`src/hdl/dsm_pkg.sv`:
```
/*
 Constants for the descriptor scan maps: register offsets, reset values,
 field positions and the scanner state encoding.
 Assumes a 12-bit byte address on a plain register port, 32-bit data.
*/
package dsm_pkg;

   // ---------------------------------------------------------------
   // Sizes
   // ---------------------------------------------------------------
   localparam int DSM_AW    = 12;
   localparam int DSM_DW    = 32;
   localparam int DSM_NDESC = 32;
   localparam int DSM_IDXW  = 5;
   localparam int DSM_NCAT  = 2;
   localparam int DSM_CAT_ISO = 0;
   localparam int DSM_CAT_INT = 1;

   // ---------------------------------------------------------------
   // Register offsets (byte addresses)
   // ---------------------------------------------------------------
   localparam logic [11:0] DSM_OFS_ISO_DONE_MAP = 12'h130;
   localparam logic [11:0] DSM_OFS_ISO_SKIP_MAP = 12'h134;
   localparam logic [11:0] DSM_OFS_ISO_LAST_MAP = 12'h138;
   localparam logic [11:0] DSM_OFS_INT_DONE_MAP = 12'h140;
   localparam logic [11:0] DSM_OFS_INT_SKIP_MAP = 12'h144;
   localparam logic [11:0] DSM_OFS_INT_LAST_MAP = 12'h148;
   localparam logic [11:0] DSM_OFS_SCAN_CTRL    = 12'h14c;
   localparam logic [11:0] DSM_OFS_SCAN_POS     = 12'h16c;
   localparam logic [11:0] DSM_OFS_IRQ_STATUS   = 12'h160;
   localparam logic [11:0] DSM_OFS_IRQ_ENABLE   = 12'h164;
   localparam logic [11:0] DSM_OFS_IRQ_CLEAR    = 12'h168;

   // ---------------------------------------------------------------
   // Reset values
   // ---------------------------------------------------------------
   localparam logic [31:0] DSM_DONE_RST = 32'h0000_0000;
   localparam logic [31:0] DSM_SKIP_RST = 32'hffff_ffff;
   localparam logic [31:0] DSM_LAST_RST = 32'h0000_0000;
   localparam logic [1:0]  DSM_CTRL_RST = 2'h0;
   localparam logic [3:0]  DSM_IRQ_RST  = 4'h0;

   // ---------------------------------------------------------------
   // Field positions
   // ---------------------------------------------------------------
   localparam int DSM_IRQ_W        = 4;  // Status, enable, clear width
   localparam int DSM_IRQ_DONE_LSB = 0;  // Done event, one bit per category
   localparam int DSM_IRQ_PASS_LSB = 2;  // Pass end, one bit per category
   localparam int DSM_POS_STRIDE   = 8;  // Scan position field per category
   localparam int DSM_RUN_LSB      = 16; // Scanner running, per category

   // Scanner state
   typedef enum logic {
      DSM_SC_IDLE = 1'b0,
      DSM_SC_RUN  = 1'b1
   } dsm_scan_state_t;

endpackage

```
`src/hdl/dsm_scan.sv`:
```
/*
 One category's descriptor scanner: walks descriptor positions, offers
 valid, unskipped ones to the engine and wraps after the final position.
 Assumes the engine runs on the same clock and answers accept in the cycle.
*/
`timescale 1ns/10ps
module dsm_scan #(
   parameter int NDESC = dsm_pkg::DSM_NDESC,
   parameter int IDXW  = dsm_pkg::DSM_IDXW
) (
   // Clock and reset
   input  wire logic             sys_clk_i,
   input  wire logic             rst_b_i,
   // Maps from the register file
   input  wire logic             run_i,
   input  wire logic [NDESC-1:0] skip_i,
   input  wire logic [NDESC-1:0] last_i,
   // Descriptor engine
   input  wire logic [NDESC-1:0] valid_i,
   input  wire logic             accept_i,
   input  wire logic             next_vld_i,
   input  wire logic [IDXW-1:0]  next_ptr_i,
   output logic                  issue_o,
   output logic [IDXW-1:0]       issue_idx_o,
   output logic                  running_o,
   output logic                  pass_o
);
   import dsm_pkg::*;

   dsm_scan_state_t state_r;
   dsm_scan_state_t state_nxt;
   logic [IDXW-1:0] pos_r;
   logic [IDXW-1:0] pos_nxt;
   logic [IDXW-1:0] final_idx;
   logic            pass_r;

   // ---------------------------------------------------------------
   // Position decode
   // ---------------------------------------------------------------
   wire running  = (state_r == DSM_SC_RUN);
   wire eligible = valid_i[pos_r] & ~skip_i[pos_r];     // [RL3]
   wire at_final = (pos_r == final_idx);                // [RL7]
   wire advance  = running & (~eligible | accept_i);
   // Only an offered descriptor's pointer counts, so a skipped one never steers
   wire jump     = running & eligible & accept_i & next_vld_i; // [RL4]

   // Highest set bit wins; an empty map means all positions
   always_comb begin
      final_idx = IDXW'(NDESC - 1);                     // [RL11]
      for (int i = 0; i < NDESC; i++) begin
         if (last_i[i]) begin
            final_idx = IDXW'(i);                       // [RL12] [RL9]
         end
      end
   end

   // Wrap to position zero after the final one
   assign pos_nxt = !running ? '0 :
                    !advance ? pos_r :
                    at_final ? '0 :                     // [RL8]
                    jump     ? next_ptr_i :
                               IDXW'(pos_r + 1'b1);

   // Run control
   always_comb begin
      case (state_r)
         DSM_SC_IDLE: state_nxt = run_i ? DSM_SC_RUN : DSM_SC_IDLE;
         DSM_SC_RUN:  state_nxt = run_i ? DSM_SC_RUN : DSM_SC_IDLE;
         default:     state_nxt = DSM_SC_IDLE;
      endcase
   end

   // State registers
   always_ff @(posedge sys_clk_i or negedge rst_b_i) begin
      if (!rst_b_i) begin
         state_r <= DSM_SC_IDLE;
         pos_r   <= '0;
         pass_r  <= 1'b0;
      end else begin
         state_r <= state_nxt;
         pos_r   <= pos_nxt;
         pass_r  <= advance & at_final;
      end
   end

   assign issue_o     = running & eligible;             // [RL3]
   assign issue_idx_o = pos_r;
   assign running_o   = running;
   assign pass_o      = pass_r;

   // ---------------------------------------------------------------
   // Checks
   // ---------------------------------------------------------------
   a_skip_no_issue: assert property (@(posedge sys_clk_i) disable iff (!rst_b_i) // [RL3]
      running && skip_i[pos_r] |-> !issue_o)
      else $error("skipped descriptor was offered");

   a_skip_ptr_ignored: assert property (@(posedge sys_clk_i) disable iff (!rst_b_i) // [RL4]
      running && run_i && skip_i[pos_r] && !at_final |=> pos_r == IDXW'($past(pos_r) + 1'b1))
      else $error("skipped descriptor changed scan order");

   a_stop_at_last: assert property (@(posedge sys_clk_i) disable iff (!rst_b_i) // [RL7]
      running && run_i && at_final && !eligible |=> pos_r == '0 && pass_o)
      else $error("scan went past the final position");

   a_wrap_after_last: assert property (@(posedge sys_clk_i) disable iff (!rst_b_i) // [RL8]
      running && run_i && at_final && issue_o && accept_i |=> pos_r == '0 && pass_o)
      else $error("no restart at position zero");

   a_full_span: assert property (@(posedge sys_clk_i) disable iff (!rst_b_i) // [RL11]
      running && run_i && last_i == '0 && pos_r != IDXW'(NDESC - 1) && !eligible |=> pos_r != '0)
      else $error("empty last map wrapped early");

   a_final_highest: assert property (@(posedge sys_clk_i) disable iff (!rst_b_i) // [RL12]
      last_i != '0 |-> (last_i >> final_idx) == NDESC'(1))
      else $error("final position is not the highest set bit");

endmodule

```
`src/hdl/dsm_maps.sv`:
```
/*
 Done, skip and last-descriptor maps for the isochronous and interrupt
 categories, with their scanners, a plain register port and one interrupt.
 Assumes the descriptor engine shares sys_clk_i and drives its handshake
 and completion pulses from flip-flops on that clock.
*/
// Decided for this implementation: the strobed register port.
// Functional notes
// (RL1) Each done map has one bit per descriptor, 32 in all, set as soon as that descriptor completes.
// (RL2) Reading a done map returns its bits and clears those that were one, so the next read shows newer ones.
// (RL3) A descriptor whose skip bit is one is never processed, whatever its valid flag says.
// (RL4) The next-descriptor pointer of a skipped descriptor never alters the scan order.
// (RL5) Each skip map is 32 bits, one per descriptor, and resets to all ones so everything starts skipped.
// (RL6) Software should not set the skip bit at a position an active next-descriptor pointer names.
// (RL7) The descriptor whose last-map bit is set is the final one checked for a set valid flag.
// (RL8) After the last-marked descriptor the scan restarts at the category's first position.
// (RL9) The last map is a 32-bit bitmap: value 1h allows one descriptor, 2h allows two.
// (RL10) Software should put the last bit above every position named by an active next pointer.
// (RL11) With a zero last map all 32 positions are checked before wrapping to the first.
// (RL12) The highest set bit of the last map is taken as the final position.
`timescale 1ns/10ps
module dsm_maps (
   // Clock and reset
   input  wire logic                       sys_clk_i,
   input  wire logic                       rst_b_i,
   // Register port
   input  wire logic [dsm_pkg::DSM_AW-1:0] addr_i,
   input  wire logic [dsm_pkg::DSM_DW-1:0] wdata_i,
   input  wire logic                       wr_i,
   input  wire logic                       rd_i,
   output logic      [dsm_pkg::DSM_DW-1:0] rdata_o,
   // Isochronous engine
   input  wire logic [31:0]                iso_valid_i,
   input  wire logic                       iso_accept_i,
   input  wire logic                       iso_next_vld_i,
   input  wire logic [4:0]                 iso_next_ptr_i,
   input  wire logic                       iso_done_i,
   input  wire logic [4:0]                 iso_done_idx_i,
   output logic                            iso_issue_o,
   output logic      [4:0]                 iso_issue_idx_o,
   // Interrupt-category engine
   input  wire logic [31:0]                int_valid_i,
   input  wire logic                       int_accept_i,
   input  wire logic                       int_next_vld_i,
   input  wire logic [4:0]                 int_next_ptr_i,
   input  wire logic                       int_done_i,
   input  wire logic [4:0]                 int_done_idx_i,
   output logic                            int_issue_o,
   output logic      [4:0]                 int_issue_idx_o,
   // Interrupt
   output logic                            irq_o
);
   import dsm_pkg::*;

   // ---------------------------------------------------------------
   // Category arrays
   // ---------------------------------------------------------------
   logic [11:0]           ofs_done  [DSM_NCAT];
   logic [11:0]           ofs_skip  [DSM_NCAT];
   logic [11:0]           ofs_last  [DSM_NCAT];
   logic [31:0]           valid_a   [DSM_NCAT];
   logic [DSM_NCAT-1:0]   accept_a;
   logic [DSM_NCAT-1:0]   next_vld_a;
   logic [4:0]            next_ptr_a[DSM_NCAT];
   logic [DSM_NCAT-1:0]   done_ev_a;
   logic [4:0]            done_idx_a[DSM_NCAT];
   logic [DSM_NCAT-1:0]   issue_a;
   logic [4:0]            issue_idx_a[DSM_NCAT];
   logic [DSM_NCAT-1:0]   pass_a;
   logic [DSM_NCAT-1:0]   run_a;

   // Map registers, one entry per category
   logic [31:0]           done_r    [DSM_NCAT];
   logic [31:0]           done_nxt  [DSM_NCAT];
   logic [31:0]           skip_r    [DSM_NCAT];
   logic [31:0]           last_r    [DSM_NCAT];
   logic [DSM_NCAT-1:0]   rd_done_a;

   // Control and interrupt registers
   logic [1:0]            ctrl_r;
   logic [DSM_IRQ_W-1:0]  irq_sts_r;
   logic [DSM_IRQ_W-1:0]  irq_sts_nxt;
   logic [DSM_IRQ_W-1:0]  irq_en_r;
   logic [31:0]           rdata_r;

   // Offsets per category
   assign ofs_done[DSM_CAT_ISO] = DSM_OFS_ISO_DONE_MAP;
   assign ofs_done[DSM_CAT_INT] = DSM_OFS_INT_DONE_MAP;
   assign ofs_skip[DSM_CAT_ISO] = DSM_OFS_ISO_SKIP_MAP;
   assign ofs_skip[DSM_CAT_INT] = DSM_OFS_INT_SKIP_MAP;
   assign ofs_last[DSM_CAT_ISO] = DSM_OFS_ISO_LAST_MAP;
   assign ofs_last[DSM_CAT_INT] = DSM_OFS_INT_LAST_MAP;

   // Engine ports gathered by category
   assign valid_a[DSM_CAT_ISO]    = iso_valid_i;
   assign valid_a[DSM_CAT_INT]    = int_valid_i;
   assign accept_a                = {int_accept_i, iso_accept_i};
   assign next_vld_a              = {int_next_vld_i, iso_next_vld_i};
   assign next_ptr_a[DSM_CAT_ISO] = iso_next_ptr_i;
   assign next_ptr_a[DSM_CAT_INT] = int_next_ptr_i;
   assign done_ev_a               = {int_done_i, iso_done_i};
   assign done_idx_a[DSM_CAT_ISO] = iso_done_idx_i;
   assign done_idx_a[DSM_CAT_INT] = int_done_idx_i;

   // Engine outputs scattered back
   assign iso_issue_o     = issue_a[DSM_CAT_ISO];
   assign iso_issue_idx_o = issue_idx_a[DSM_CAT_ISO];
   assign int_issue_o     = issue_a[DSM_CAT_INT];
   assign int_issue_idx_o = issue_idx_a[DSM_CAT_INT];

   // ---------------------------------------------------------------
   // Per-category maps and scanner
   // ---------------------------------------------------------------
   for (genvar c = 0; c < DSM_NCAT; c++) begin : g_cat
      wire        wr_skip  = wr_i & (addr_i == ofs_skip[c]);
      wire        wr_last  = wr_i & (addr_i == ofs_last[c]);
      wire [31:0] done_set = done_ev_a[c] ? (32'h1 << done_idx_a[c]) : 32'h0; // [RL1]

      assign rd_done_a[c] = rd_i & (addr_i == ofs_done[c]);
      // A read empties the map, but a completion in the same cycle survives
      assign done_nxt[c]  = rd_done_a[c] ? done_set : (done_r[c] | done_set); // [RL2]

      // Done map
      always_ff @(posedge sys_clk_i or negedge rst_b_i) begin
         if (!rst_b_i) begin
            done_r[c] <= DSM_DONE_RST;
         end else begin
            done_r[c] <= done_nxt[c];
         end
      end

      // Skip map starts all ones, so nothing runs until software clears bits
      always_ff @(posedge sys_clk_i or negedge rst_b_i) begin
         if (!rst_b_i) begin
            skip_r[c] <= DSM_SKIP_RST;                  // [RL5]
         end else if (wr_skip) begin
            skip_r[c] <= wdata_i;
         end
      end

      // Last-descriptor map
      always_ff @(posedge sys_clk_i or negedge rst_b_i) begin
         if (!rst_b_i) begin
            last_r[c] <= DSM_LAST_RST;
         end else if (wr_last) begin
            last_r[c] <= wdata_i;                       // [RL9]
         end
      end

      dsm_scan #(
         .NDESC (DSM_NDESC),
         .IDXW  (DSM_IDXW)
      ) u_scan (
         .sys_clk_i   (sys_clk_i),
         .rst_b_i     (rst_b_i),
         .run_i       (ctrl_r[c]),
         .skip_i      (skip_r[c]),                      // [RL3]
         .last_i      (last_r[c]),                      // [RL7]
         .valid_i     (valid_a[c]),
         .accept_i    (accept_a[c]),
         .next_vld_i  (next_vld_a[c]),
         .next_ptr_i  (next_ptr_a[c]),
         .issue_o     (issue_a[c]),
         .issue_idx_o (issue_idx_a[c]),
         .running_o   (run_a[c]),
         .pass_o      (pass_a[c])
      );

      // Map checks
      a_done_bit_set: assert property (@(posedge sys_clk_i) disable iff (!rst_b_i) // [RL1]
         done_ev_a[c] |=> done_r[c][$past(done_idx_a[c])])
         else $error("completion did not set its done bit");

      a_done_read_clr: assert property (@(posedge sys_clk_i) disable iff (!rst_b_i) // [RL2]
         rd_done_a[c] && !done_ev_a[c] |=> done_r[c] == 32'h0)
         else $error("done map not cleared by read");

      a_done_read_val: assert property (@(posedge sys_clk_i) disable iff (!rst_b_i) // [RL2]
         rd_done_a[c] |=> rdata_o == $past(done_r[c]))
         else $error("done map read returned wrong bits");

      a_skip_reset_ones: assert property (@(posedge sys_clk_i) disable iff (!rst_b_i) // [RL5]
         $past(!rst_b_i) |-> skip_r[c] == DSM_SKIP_RST)
         else $error("skip map did not reset to all ones");

      a_last_map_kept: assert property (@(posedge sys_clk_i) disable iff (!rst_b_i) // [RL9]
         wr_last ##1 (!wr_last)[*2] |-> last_r[c] == $past(wdata_i, 2))
         else $error("last map lost its written value");
   end

   // ---------------------------------------------------------------
   // Control and interrupt registers
   // ---------------------------------------------------------------
   wire wr_ctrl    = wr_i & (addr_i == DSM_OFS_SCAN_CTRL);
   wire wr_irq_en  = wr_i & (addr_i == DSM_OFS_IRQ_ENABLE);
   wire wr_irq_clr = wr_i & (addr_i == DSM_OFS_IRQ_CLEAR);
   wire [DSM_IRQ_W-1:0] irq_set = {pass_a, done_ev_a};
   wire [DSM_IRQ_W-1:0] irq_clr = wr_irq_clr ? wdata_i[DSM_IRQ_W-1:0] : '0;

   // Set beats clear so an event in the clearing cycle is kept
   assign irq_sts_nxt = (irq_sts_r & ~irq_clr) | irq_set;

   // Scanner run bits
   always_ff @(posedge sys_clk_i or negedge rst_b_i) begin
      if (!rst_b_i) begin
         ctrl_r <= DSM_CTRL_RST;
      end else if (wr_ctrl) begin
         ctrl_r <= wdata_i[1:0];
      end
   end

   // Sticky status
   always_ff @(posedge sys_clk_i or negedge rst_b_i) begin
      if (!rst_b_i) begin
         irq_sts_r <= DSM_IRQ_RST;
      end else begin
         irq_sts_r <= irq_sts_nxt;
      end
   end

   // Interrupt enable
   always_ff @(posedge sys_clk_i or negedge rst_b_i) begin
      if (!rst_b_i) begin
         irq_en_r <= DSM_IRQ_RST;
      end else if (wr_irq_en) begin
         irq_en_r <= wdata_i[DSM_IRQ_W-1:0];
      end
   end

   assign irq_o = |(irq_sts_r & irq_en_r);

   // ---------------------------------------------------------------
   // Read path
   // ---------------------------------------------------------------
   wire [31:0] pos_word = {14'h0, run_a,
                           3'h0, issue_idx_a[DSM_CAT_INT],
                           3'h0, issue_idx_a[DSM_CAT_ISO]};

   // Unmapped and write-only addresses read as zero
   wire [31:0] rd_mux =
      (addr_i == DSM_OFS_ISO_DONE_MAP) ? done_r[DSM_CAT_ISO] :
      (addr_i == DSM_OFS_ISO_SKIP_MAP) ? skip_r[DSM_CAT_ISO] :
      (addr_i == DSM_OFS_ISO_LAST_MAP) ? last_r[DSM_CAT_ISO] :
      (addr_i == DSM_OFS_INT_DONE_MAP) ? done_r[DSM_CAT_INT] :
      (addr_i == DSM_OFS_INT_SKIP_MAP) ? skip_r[DSM_CAT_INT] :
      (addr_i == DSM_OFS_INT_LAST_MAP) ? last_r[DSM_CAT_INT] :
      (addr_i == DSM_OFS_SCAN_CTRL)    ? {30'h0, ctrl_r} :
      (addr_i == DSM_OFS_SCAN_POS)     ? pos_word :
      (addr_i == DSM_OFS_IRQ_STATUS)   ? {28'h0, irq_sts_r} :
      (addr_i == DSM_OFS_IRQ_ENABLE)   ? {28'h0, irq_en_r} :
                                         32'h0;

   // Data stand for one cycle after the strobe only
   always_ff @(posedge sys_clk_i or negedge rst_b_i) begin
      if (!rst_b_i) begin
         rdata_r <= 32'h0;
      end else begin
         rdata_r <= rd_i ? rd_mux : 32'h0;
      end
   end

   assign rdata_o = rdata_r;

   // ---------------------------------------------------------------
   // Interrupt checks
   // ---------------------------------------------------------------
   a_irq_event_kept: assert property (@(posedge sys_clk_i) disable iff (!rst_b_i)
      done_ev_a[DSM_CAT_ISO] && irq_en_r[DSM_IRQ_DONE_LSB] && !wr_irq_en |=> irq_o)
      else $error("done event did not raise the interrupt");

endmodule

```
`config.mk`:
```
export PLATFORM = sky130hd
export DESIGN_NAME = dsm_maps
export DESIGN_NICKNAME = d
export VERILOG_FILES = /design/src/hdl/dsm_pkg.sv /design/src/hdl/dsm_scan.sv /design/src/hdl/dsm_maps.sv
export SDC_FILE = /design/constraint.sdc
export NUM_CORES = 1
export LEC_CHECK = 0
export ABC_AREA = 1
export BUFFER_PORTS_ARGS = -buffer_cell sky130_fd_sc_hd__buf_4
export CAP_MARGIN = 5
export CORE_ASPECT_RATIO = 0.6
export CORE_MARGIN = 2
export CORE_UTILIZATION = 25
export DETAILED_ROUTE_END_ITERATION = 8
export PLACE_DENSITY = 0.38
export SLEW_MARGIN = 20
export SYNTH_ARGS = -nofsm -noshare
export SYNTH_HDL_FRONTEND = slang
export SYNTH_SLANG_ARGS = --single-unit
```
`constraint.sdc`:
```
create_clock -name sys_clk_i -period 3.65 [get_ports sys_clk_i]
set_input_delay 0.73 -clock sys_clk_i [delete_from_list [all_inputs] [get_ports sys_clk_i]]
set_output_delay 0.73 -clock sys_clk_i [all_outputs]
set_load 0.005 [all_outputs]
```
==> qor.csv, run 1 <==
metric;value;unit
finClkSkew;0.01473;ns
rr_endpoint;g_cat[0].u_scan.issue_idx_o[4]$_DFFE_PN0P_;
synthMuxAreaShare;0.1593;%
critical_path_class;reg -> out;
overflow;0;
clockBufferDepth;3;
worstReg2RegStart;g_cat[0].u_scan.issue_idx_o[3]$_DFFE_PN0P_;
synth-adder-area-share;0.1991;%
hold_slack;0.4348;ns
firstDrtPassIters;5;
crit_path_start_kind;flip-flop;
power_density;388.1;mW/mm^2
ioPinCount;183;
grt_pass1_vias;11610;
drt-total-wl;57.05;mm
drtIter0Drc;1168;
syn_to_final_growth;24.88;%
worstPathMaxFanout;8;
ir_worst_vdd;0.2858;mV
clk-insertion-delay-late;0.55;ns
setup.worst_path.end_class;output port;
cts_root_buffer;clkbuf_16;
drcViolationCount;0;
grt_max_degree;106;
vias_per_cell;4.976;
antenna_left;0;
min_period_over_period;93.03;%
worstHoldPathType;reg -> reg;
hold_viol;0;
yosys.area_share.simple;19.11;%
setup_violations;0;
die_w;293.4;um
maxSlewHeadroom;46.47;%
synth-seq-cells;248;
grt_pass1_wl;82.66;mm
synth-edff-count;0;
reg2reg_depth;14;
final_nets;1883;
hold_path_depth;0;
setup.worst_path.start;g_cat[0].u_scan.issue_idx_o[3]$_DFFE_PN0P_;
h-tree-depth;1;
crit_slowest_cell;dfrtp_1;
syn_inst;1572;
synthDistinctLibCells;46;
wl_per_cell;23.61;um
cts_tree;yes;
drive_gt1_share;20.43;%
n_fill_cell;5335;
finalPower;6090;uW
core;0.04950;mm^2
cp_common_cell;nand2_1;
cts_sinks;248;
gp_congestion;0.8685;
critical_path_arrival;2.67;ns
antenna_found_initial;4;
min_from;ctrl_r[0]$_DFFE_PN0P_;
synth_xor_area_share;0.5576;%
rsz0062_at_grt;false;
worstHoldEndpoint;g_cat[0].u_scan.running_o$_DFF_PN0_;
status;finished, final reports clean;
synth-async-reset-ratio;100.0;%
die_h;177.7;um
postCtsSetupRepairBufs;0;
cts_resized;0;
p_leak;0.007146;uW
rrSetupSlack;0.78;ns
path_clk_slew;0.06;ns
ys_seq_area_share;50.02;%
setup_tns;0;ns
netlist_area;0.01257;mm^2
rows;63;
cts_buffers;27;
grt.total_usage;21.81;%
cp_cell_sequence;inv_1, nor2_1, a22o_1, nand2_1, nand3_1, nand2_1, o31ai_1, nand2_1, inv_2, buf_4;
maxCapViolCount;0;
cp.required;2.92;ns
cpPeakStageDelay;0.61;ns
min_period;3.396;ns
die_area;0.05213;mm^2
synth_top_family_by_area;compound AO/OA/AOI/OAI gates;
fmax;294.5;MHz
synthFlopType;dfrtp_1;
vias;12020;
tightest_slew;0.7955;ns
port_buffers;182;
dp_hpwl;44.49;mm
synth_compound_area_share;20.36;%
drv_slew;0;
postSynthAreaPerCell;7.994;um^2
start_util;25.38;%
yosysWarningCount;0;
synth_nets;1712;
## logic make-up (layout without fill, tap and decap cells)
| group | count (synthesis) | after routing |
|---|---|---|
| simple gates | 582 | 582 |
| compound gates | 413 | 413 |
| buf+inv | 317 | 507 |
| flops | 248 | 248 |
| xor+xnor | 8 | 8 |
| fa+ha+maj | 2 | 2 |
| mux | 2 | 2 |
| other cells | 0 | 4 |
## worst max-delay path: cells and delay by family, from the launching register on
family                 cells  cell delay, ns
flip-flops                 1            0.61
buffers and inverters      3            0.46
AO/OA/AOI/OAI              2            0.29
AND/OR/NAND/NOR            5            0.73
## repair_timing
item                                    in CTS  in global routing
hold endpoints to repair                     1                  0
endpoints found under the setup margin       0                  0
hold buffers                                 1                  0
## cell usage after synthesis, types with 2 or more instances
cell	count	area [um^2]
o21ai_1	29	145.1
buf_1	2	7.510
o211ai_1	20	150.1
nand3_1	73	365.4
o2111ai_1	7	61.31
o22ai_1	38	237.7
dfrtp_1	184	4604
a31oi_1	4	25.02
o21ai_0	171	855.8
clkbuf_1	64	240.2
buf_2	6	30.03
xor2_1	6	52.55
dfstp_2	64	1682
nand2_1	390	1464
a21oi_1	44	220.2
nand4_1	5	31.28
a211oi_1	8	60.06
a221oi_1	48	420.4
o311ai_1	4	35.03
nand3_2	2	20.02
mux2i_1	2	20.02
a311oi_1	2	17.52
inv_2	23	86.33
ha_1	2	25.02
o21bai_1	2	15.01
nor2_1	79	296.5
inv_1	220	825.8
xnor2_1	2	17.52
nor3_1	9	45.04
a22o_1	10	87.58
o221ai_1	21	183.9
nor4_1	17	106.4
## layout by cell type (no fill, tap or decap), types with 6 or more instances in the layout
master     count
o21ai_0      171
inv_2         23
o21ai_1       29
o221ai_1      21
dfrtp_1      184
nor2_1        76
a22o_1        10
a21oi_1       44
xor2_1         6
a221oi_1      48
clkbuf_16     27
nand3_1       73
nand2_1      389
nor3_1         8
o22ai_1       38
dfstp_2       64
a211oi_1       8
buf_4        210
o211ai_1      20
o2111ai_1      7
nor4_1        16
clkbuf_8      11
inv_1        220
## worst max-delay path by stage
stage                                end  slack [ns]
finish                       iso_issue_o        0.25
floorplan           done_r[42]$_DFF_PN0_        1.18
global placement    rdata_o[2]$_DFF_PN0_        0.39
detailed placement  rdata_o[2]$_DFF_PN0_        0.37
global route                 iso_issue_o        0.09
CTS                          iso_issue_o        0.24
## sequential cells by signal (all words and copies together) (netlist names)
name	flops
done_r	64
last_r	64
skip_r	64
rdata_o	32
g_cat.u_scan.issue_idx_o	10
irq_en_r	4
irq_sts_r	4
ctrl_r	2
g_cat.u_scan.pass_o	2
g_cat.u_scan.running_o	2
## through the flow
| step | instance area [um^2] | utilization, % | setup WS (ns) | instances |
|---|---|---|---|---|
| after CTS | 15680 | 31.68 | 0.2371 | 2412 |
| after detailed placement | 14770 | 29.83 | 0.3658 | 2363 |
| after global placement | 14770 | 29.83 | 0.3905 | 2363 |
| final | 15690 | 31.70 | 0.2544 | 2416 |
| after floorplan | 12570 | - | 1.177 | 1572 |
| after global routing | 15680 | 31.68 | 0.08959 | 2412 |
## metal layers
layer / routed length (um) / vias up / track usage, %
met5: 0 / - / 0
met3: 4701 / 46 / 5.723
met2: 22230 / 422 / 29.34
met1: 29460 / 5936 / 34.72
li1: - / 5617 / -
met4: 649 / 0 / 2.827
## report_power, final
group	internal, uW	leakage, uW	switching (uW)
clock	1640	0.000449	1200
sequential	2790	0.00291	39.9
combinational	162	0.00379	249
## final cells by class
cell class	count	area, um^2	share of cell area [%]
antenna	4	10.01	0.06379
clock buffer	41	838.3	5.342
clock inverter	7	66.31	0.4226
inverter	244	915.9	5.836
multi-input combinational	1007	5101	32.51
sequential	248	6286	40.06
tap	650	813.3	5.183
timing repair buffer	215	1662	10.59
No activity file was read; power rests on OpenSTA's default activity.
==> inputs of run 2 (changes only) <==
--- a/config.mk
+++ b/config.mk
@@ -5,7 +5,6 @@
 export SDC_FILE = /design/constraint.sdc
 export NUM_CORES = 1
 export LEC_CHECK = 0
-export ABC_AREA = 1
 export BUFFER_PORTS_ARGS = -buffer_cell sky130_fd_sc_hd__buf_4
 export CAP_MARGIN = 5
 export CORE_ASPECT_RATIO = 0.6
==> qor.csv, run 2 <==
metric;value;unit
worstPathMaxFanout;17;
min_period_over_period;96.81;%
core;0.05077;mm^2
grt.total_usage;21.47;%
syn_to_final_growth;25.59;%
synth-edff-count;0;
critical_path_class;reg -> out;
setup.worst_path.end_class;output port;
firstDrtPassIters;5;
synth_most_common_cell;dfrtp_1;
maxCapViolCount;0;
port_buffers;182;
grt_pass1_vias;10500;
hold_viol;0;
layout_common_cells;buf_4, dfrtp_1, mux2_2;
drive_gt1_share;35.22;%
layout_commonest_cell;buf_4;
grt_max_degree;75;
yosysWarningCount;0;
drcViolationCount;0;
antenna_left;0;
placed_cell_area;0.01513;mm^2
finalPower;6786;uW
final_nets;1529;
ys_top_cells_by_count;dfrtp_1, mux2_2, nand2_1;
rows;64;
clockBufferDepth;3;
clk-insertion-delay-late;0.57;ns
top_regs;done_r: 64 flops, last_r: 64 flops, skip_r: 64 flops;
wl_per_cell;27.22;um
gp_congestion;0.8411;
setup_violations;0;
power_density;421.6;mW/mm^2
die_w;296.3;um
fin_ws;0.1166;ns
overflow;0;
h-tree-depth;1;
yosys.area.top_type;dfrtp_1;
ioPinCount;183;
drt-total-wl;57.28;mm
synthDistinctLibCells;67;
vias;10800;
maxSlewHeadroom;50.70;%
ys_seq_area_share;49.05;%
path_clk_slew;0.06;ns
dp_hpwl;44.53;mm
drv_slew;0;
finClkSkew;0.02722;ns
pre_cts_ws;0.2933;ns
antenna_found_initial;1;
netlist_area;0.01282;mm^2
fmax;283.0;MHz
tightest_slew;0.7302;ns
cts_root_buffer;clkbuf_16;
synth_area_leaders;dfrtp_1, dfstp_2, mux2_2;
cts_sinks;248;
ir_worst_vdd;0.2299;mV
min_period;3.533;ns
synth_nets;1347;
diodes;0;
die_h;179.4;um
critical_path_arrival;2.80;ns
grt_pass1_wl;80.53;mm
syn_inst;1207;
start_util;25.24;%
status;finished, final reports clean;
setup_tns;0;ns
ctsHoldBuffers;0;
synth_top_area_share;35.93;%
die_area;0.05315;mm^2
rsz0062_at_grt;false;
p_leak;0.007212;uW
final_cell_area;0.01610;mm^2
synthFlopType;dfrtp_1;
drtIter0Drc;1082;
vias_per_cell;5.132;
postSynthAreaPerCell;10.62;um^2
synth-async-reset-ratio;100.0;%
cts_buffers;28;
synth-seq-cells;248;
worstHoldPathType;in -> async;
crit_path_start_kind;flip-flop;
fin_util;31.70;%
cp.required;2.92;ns
cts_tree;yes;
==> run 2: cell types whose count changed in the layout (fill, tap and decap cells not counted), sizes merged, moves of 21 or more <==
| cell | previous run | this run |
|---|---|---|
| nand2 | 391 | 85 |
| inv | 243 | 41 |
| o21ai | 200 | 61 |
| mux2 | 0 | 137 |
| nand3 | 75 | 14 |
| mux2i | 2 | 55 |
| a221oi | 48 | 2 |
| nor2b | 0 | 30 |
| and2 | 0 | 21 |
==> run 2: cells by family after synthesis <==
logic type      Yosys count  share of synthesized area [%]
compound gates          289                          15.22
xor+xnor                  6                         0.4101
fa+ha+maj                 2                         0.1952
buf+inv                 110                          3.300
flops                   248                          49.05
mux                     201                          17.91
simple gates            351                          13.91
==> run 2: power by group <==
part           leakage [uW]  internal (uW)  switching, uW
logic               0.00371            308            412
clock network      0.000456           1670           1220
registers           0.00305           2920            257
==> run 2: path summary, 6_finish.rpt <==
kind	from	to	slack (ns)	depth (start not counted)
setup / recovery	g_cat[0].u_scan.issue_idx_o[0]$_DFFE_PN0P_	iso_issue_o	0.12	6
hold / removal	rst_b_i	rdata_o[7]$_DFF_PN0_	0.12	1
setup reg to reg	g_cat[0].u_scan.issue_idx_o[0]$_DFFE_PN0P_	g_cat[0].u_scan.issue_idx_o[4]$_DFFE_PN0P_	0.60	11
hold reg to reg	ctrl_r[1]$_DFFE_PN0P_	g_cat[1].u_scan.running_o$_DFF_PN0_	0.40	0
max in group asynchronous	rst_b_i	done_r[61]$_DFF_PN0_	2.48	2
min in group sys_clk_i	ctrl_r[1]$_DFFE_PN0P_	g_cat[1].u_scan.running_o$_DFF_PN0_	0.40	0
==> run 2: final cells by class <==
class                   count  area, um^2
repair buffers            221        1717
multi-input cells         849        6127
clock buffers              46       899.6
clock inverters             6       37.54
inverters                  41       153.9
fillers                  5296       34670
well taps                 693       867.1
flip-flops and latches    248        6294
==> run 2: worst max-delay path: stages, from the launching register on <==
cell and delay, ns:
dfrtp_1 0.41, buf_12 0.18, mux4_2 0.60, mux4_2 0.47, a222oi_1 0.30, nor2_1 0.10
buf_4 0.15
==> run 2: timing repair <==
action,4_1_cts,5_1_grt
pin swaps,1,1
setup buffers,2,0
endpoints found under the setup margin,1,2
gates resized for setup,1,6
==> run 2: through the flow <==
step | hold WS, ns | std cells
final | 0.1185 | 2104
after CTS | 0.1322 | 2104
after global placement | 0.3758 | 2050
after floorplan | 0.3640 | 1207
after detailed placement | 0.3839 | 2050
after global routing | 0.1639 | 2104
==> run 2: routing by layer <==
layer	vias to the layer above	GRT usage (%)	part of all wire [%]
met5	-	0	0
met4	0	3.114	1.5
met3	45	5.834	8.7
met2	405	27.27	37
met1	5521	35.29	53
li1	4826	-	-
==> inputs of run 3 (changes only) <==
--- a/config.mk
+++ b/config.mk
@@ -9,9 +9,9 @@
 export CAP_MARGIN = 5
 export CORE_ASPECT_RATIO = 0.6
 export CORE_MARGIN = 2
-export CORE_UTILIZATION = 25
+export CORE_UTILIZATION = 31
 export DETAILED_ROUTE_END_ITERATION = 8
-export PLACE_DENSITY = 0.38
+export PLACE_DENSITY = 0.45
 export SLEW_MARGIN = 20
 export SYNTH_ARGS = -nofsm -noshare
 export SYNTH_HDL_FRONTEND = slang
==> qor.csv, run 3 (synthesis results as in run 2) <==
metric;value;unit
diodes;0;
grt.total_usage;25.00;%
port_buffers;182;
min_period_over_period;97.23;%
maxSlewHeadroom;51.92;%
dp.cells;1892;
crit_path_end;iso_issue_o;
gr-usage-met1;40.10;%
syn_to_final_growth;24.30;%
setup_violations;0;
clockBufferDepth;3;
p_leak;0.007246;uW
worstReg2RegStart;g_cat[0].u_scan.issue_idx_o[0]$_DFFE_PN0P_;
n_fill_cell;3958;
final_cell_area;0.01593;mm^2
setup.worst_path.start;g_cat[0].u_scan.issue_idx_o[0]$_DFFE_PN0P_;
ioPinCount;183;
rr_endpoint;g_cat[0].u_scan.issue_idx_o[2]$_DFFE_PN0P_;
drcViolationCount;0;
placed_cell_area;0.01493;mm^2
dp_hpwl;42.55;mm
internal_power;5053;uW
critical_path_arrival;2.82;ns
grt_max_degree;90;
cts_root_buffer;clkbuf_16;
reg2reg_depth;10;
cts_buffers;27;
p_sw;1896;uW
top_usage_layer;met1;
worstHoldPathType;in -> async;
hold_viol;0;
start_util;31.58;%
cts_sinks;248;
clock_power_share;43.7;%
vias_per_cell;5.562;
gp_congestion;0.9242;
drtIter0Drc;1321;
drv_slew;0;
path_clk_slew;0.06;ns
power_density;436.2;mW/mm^2
instances_no_fill;1943;
finClkSkew;0.01742;ns
use_met3;9.148;%
clk-insertion-delay-late;0.57;ns
grt_pass1_wl;76.68;mm
layout_commonest_cell;buf_4;
crit_path_start_kind;flip-flop;
setup.worst_path.end_class;output port;
met2_usage;31.36;%
min_period;3.549;ns
fmax;281.8;MHz
rows;57;
maxCapViolCount;0;
h-tree-depth;1;
core;0.04058;mm^2
tightest_slew;0.7212;ns
p_seq_share;45.6;%
drt-total-wl;54.38;mm
switching_share;27.28;%
cp.required;2.92;ns
worstPathMaxFanout;7;
top_regs;done_r: 64 flops, last_r: 64 flops, skip_r: 64 flops;
grt_pass1_vias;10530;
hold_slack;0.1794;ns
rrSetupSlack;0.63;ns
die_w;266.5;um
final_nets;1532;
p_comb_share;10.8;%
cts_tree;yes;
firstDrtPassIters;7;
ir_worst_vdd;0.2455;mV
ctsHoldBuffers;0;
die_area;0.04304;mm^2
wl_per_cell;27.99;um
critical_path_class;reg -> out;
setup_tns;0;ns
layout_common_cells;buf_4, dfrtp_1, mux2_2;
antenna_found_initial;1;
overflow;0;
vias;10810;
status;finished, final reports clean;
drive_gt1_share;35.13;%
antenna_left;0;
die_h;161.5;um
## run 3: cell count changes in the layout (fill, tap and decap cells not counted), moves of 2 or more
cell	previous run	this run
clkbuf_8	11	9
dfrtp_1	180	182
dfrtp_2	3	1
clkbuf_16	29	27
buf_4	216	221
bufinv_16	0	4
buf_12	4	2
clkinvlp_4	3	0
inv_6	0	2
## run 3: repair_timing
action | CTS | global route
pin swaps | 1 | 1
resized for setup | 3 | 4
gates cloned | 0 | 0
setup buffers | 2 | 0
setup endpoints to repair | 1 | 2
## run 3: power groups by stage
stage               clock network, uW  logic, uW  registers [uW]
floorplan                           0        334            3030
global placement                    0        731            3200
detailed placement                  0        730            3200
CTS                              3080        734            3150
global route                     3200        806            3180
finish                           3030        747            3170
## run 3: stage by stage
step	util [%]	total power [uW]	setup WS, ns
after floorplan	-	3366	0.7485
after global placement	36.79	3928	-0.05178
after detailed placement	36.79	3927	0.01474
after CTS	39.22	6965	0.04230
after global routing	39.26	7186	-0.001534
final	39.26	6948	0.1012
## run 3: final cells by class
| cell class | count | area (um^2) | area share [%] |
|---|---|---|---|
| Sequential cell | 248 | 6291 | 39.49 |
| Clock inverter | 8 | 147.6 | 0.9268 |
| Multi-Input combinational cell | 849 | 6130 | 38.48 |
| Inverter | 41 | 153.9 | 0.9661 |
| Clock buffer | 41 | 818.3 | 5.137 |
| Tap cell | 531 | 664.4 | 4.171 |
| Timing Repair Buffer | 225 | 1725 | 10.83 |
## run 3: worst min path at each step
stage | startpoint | end | slack [ns]
2_1_floorplan | ctrl_r[0]$_DFFE_PN0P_ | g_cat[0].u_scan.running_o$_DFF_PN0_ | 0.36
3_3_place_gp | ctrl_r[0]$_DFFE_PN0P_ | g_cat[0].u_scan.running_o$_DFF_PN0_ | 0.40
3_5_place_dp | ctrl_r[1]$_DFFE_PN0P_ | g_cat[1].u_scan.running_o$_DFF_PN0_ | 0.40
4_1_cts | rst_b_i | irq_en_r[3]$_DFFE_PN0P_ | 0.20
5_1_grt | rst_b_i | irq_en_r[3]$_DFFE_PN0P_ | 0.22
6_report | rst_b_i | irq_en_r[3]$_DFFE_PN0P_ | 0.18
## run 3: per-layer routing
layer	routed length, um	up-vias	share of wire (%)
met5	0	-	0
met4	752	0	1.4
met3	5949	56	11
met2	20080	503	37
met1	27600	5421	51
li1	-	4827	-
## run 3: critical path: stages, from the launching register on
cell      delay (ns)
dfrtp_4         0.55
mux4_2          0.60
mux4_2          0.49
a222oi_1        0.23
buf_4           0.22
nor2_4          0.05
buf_6           0.11
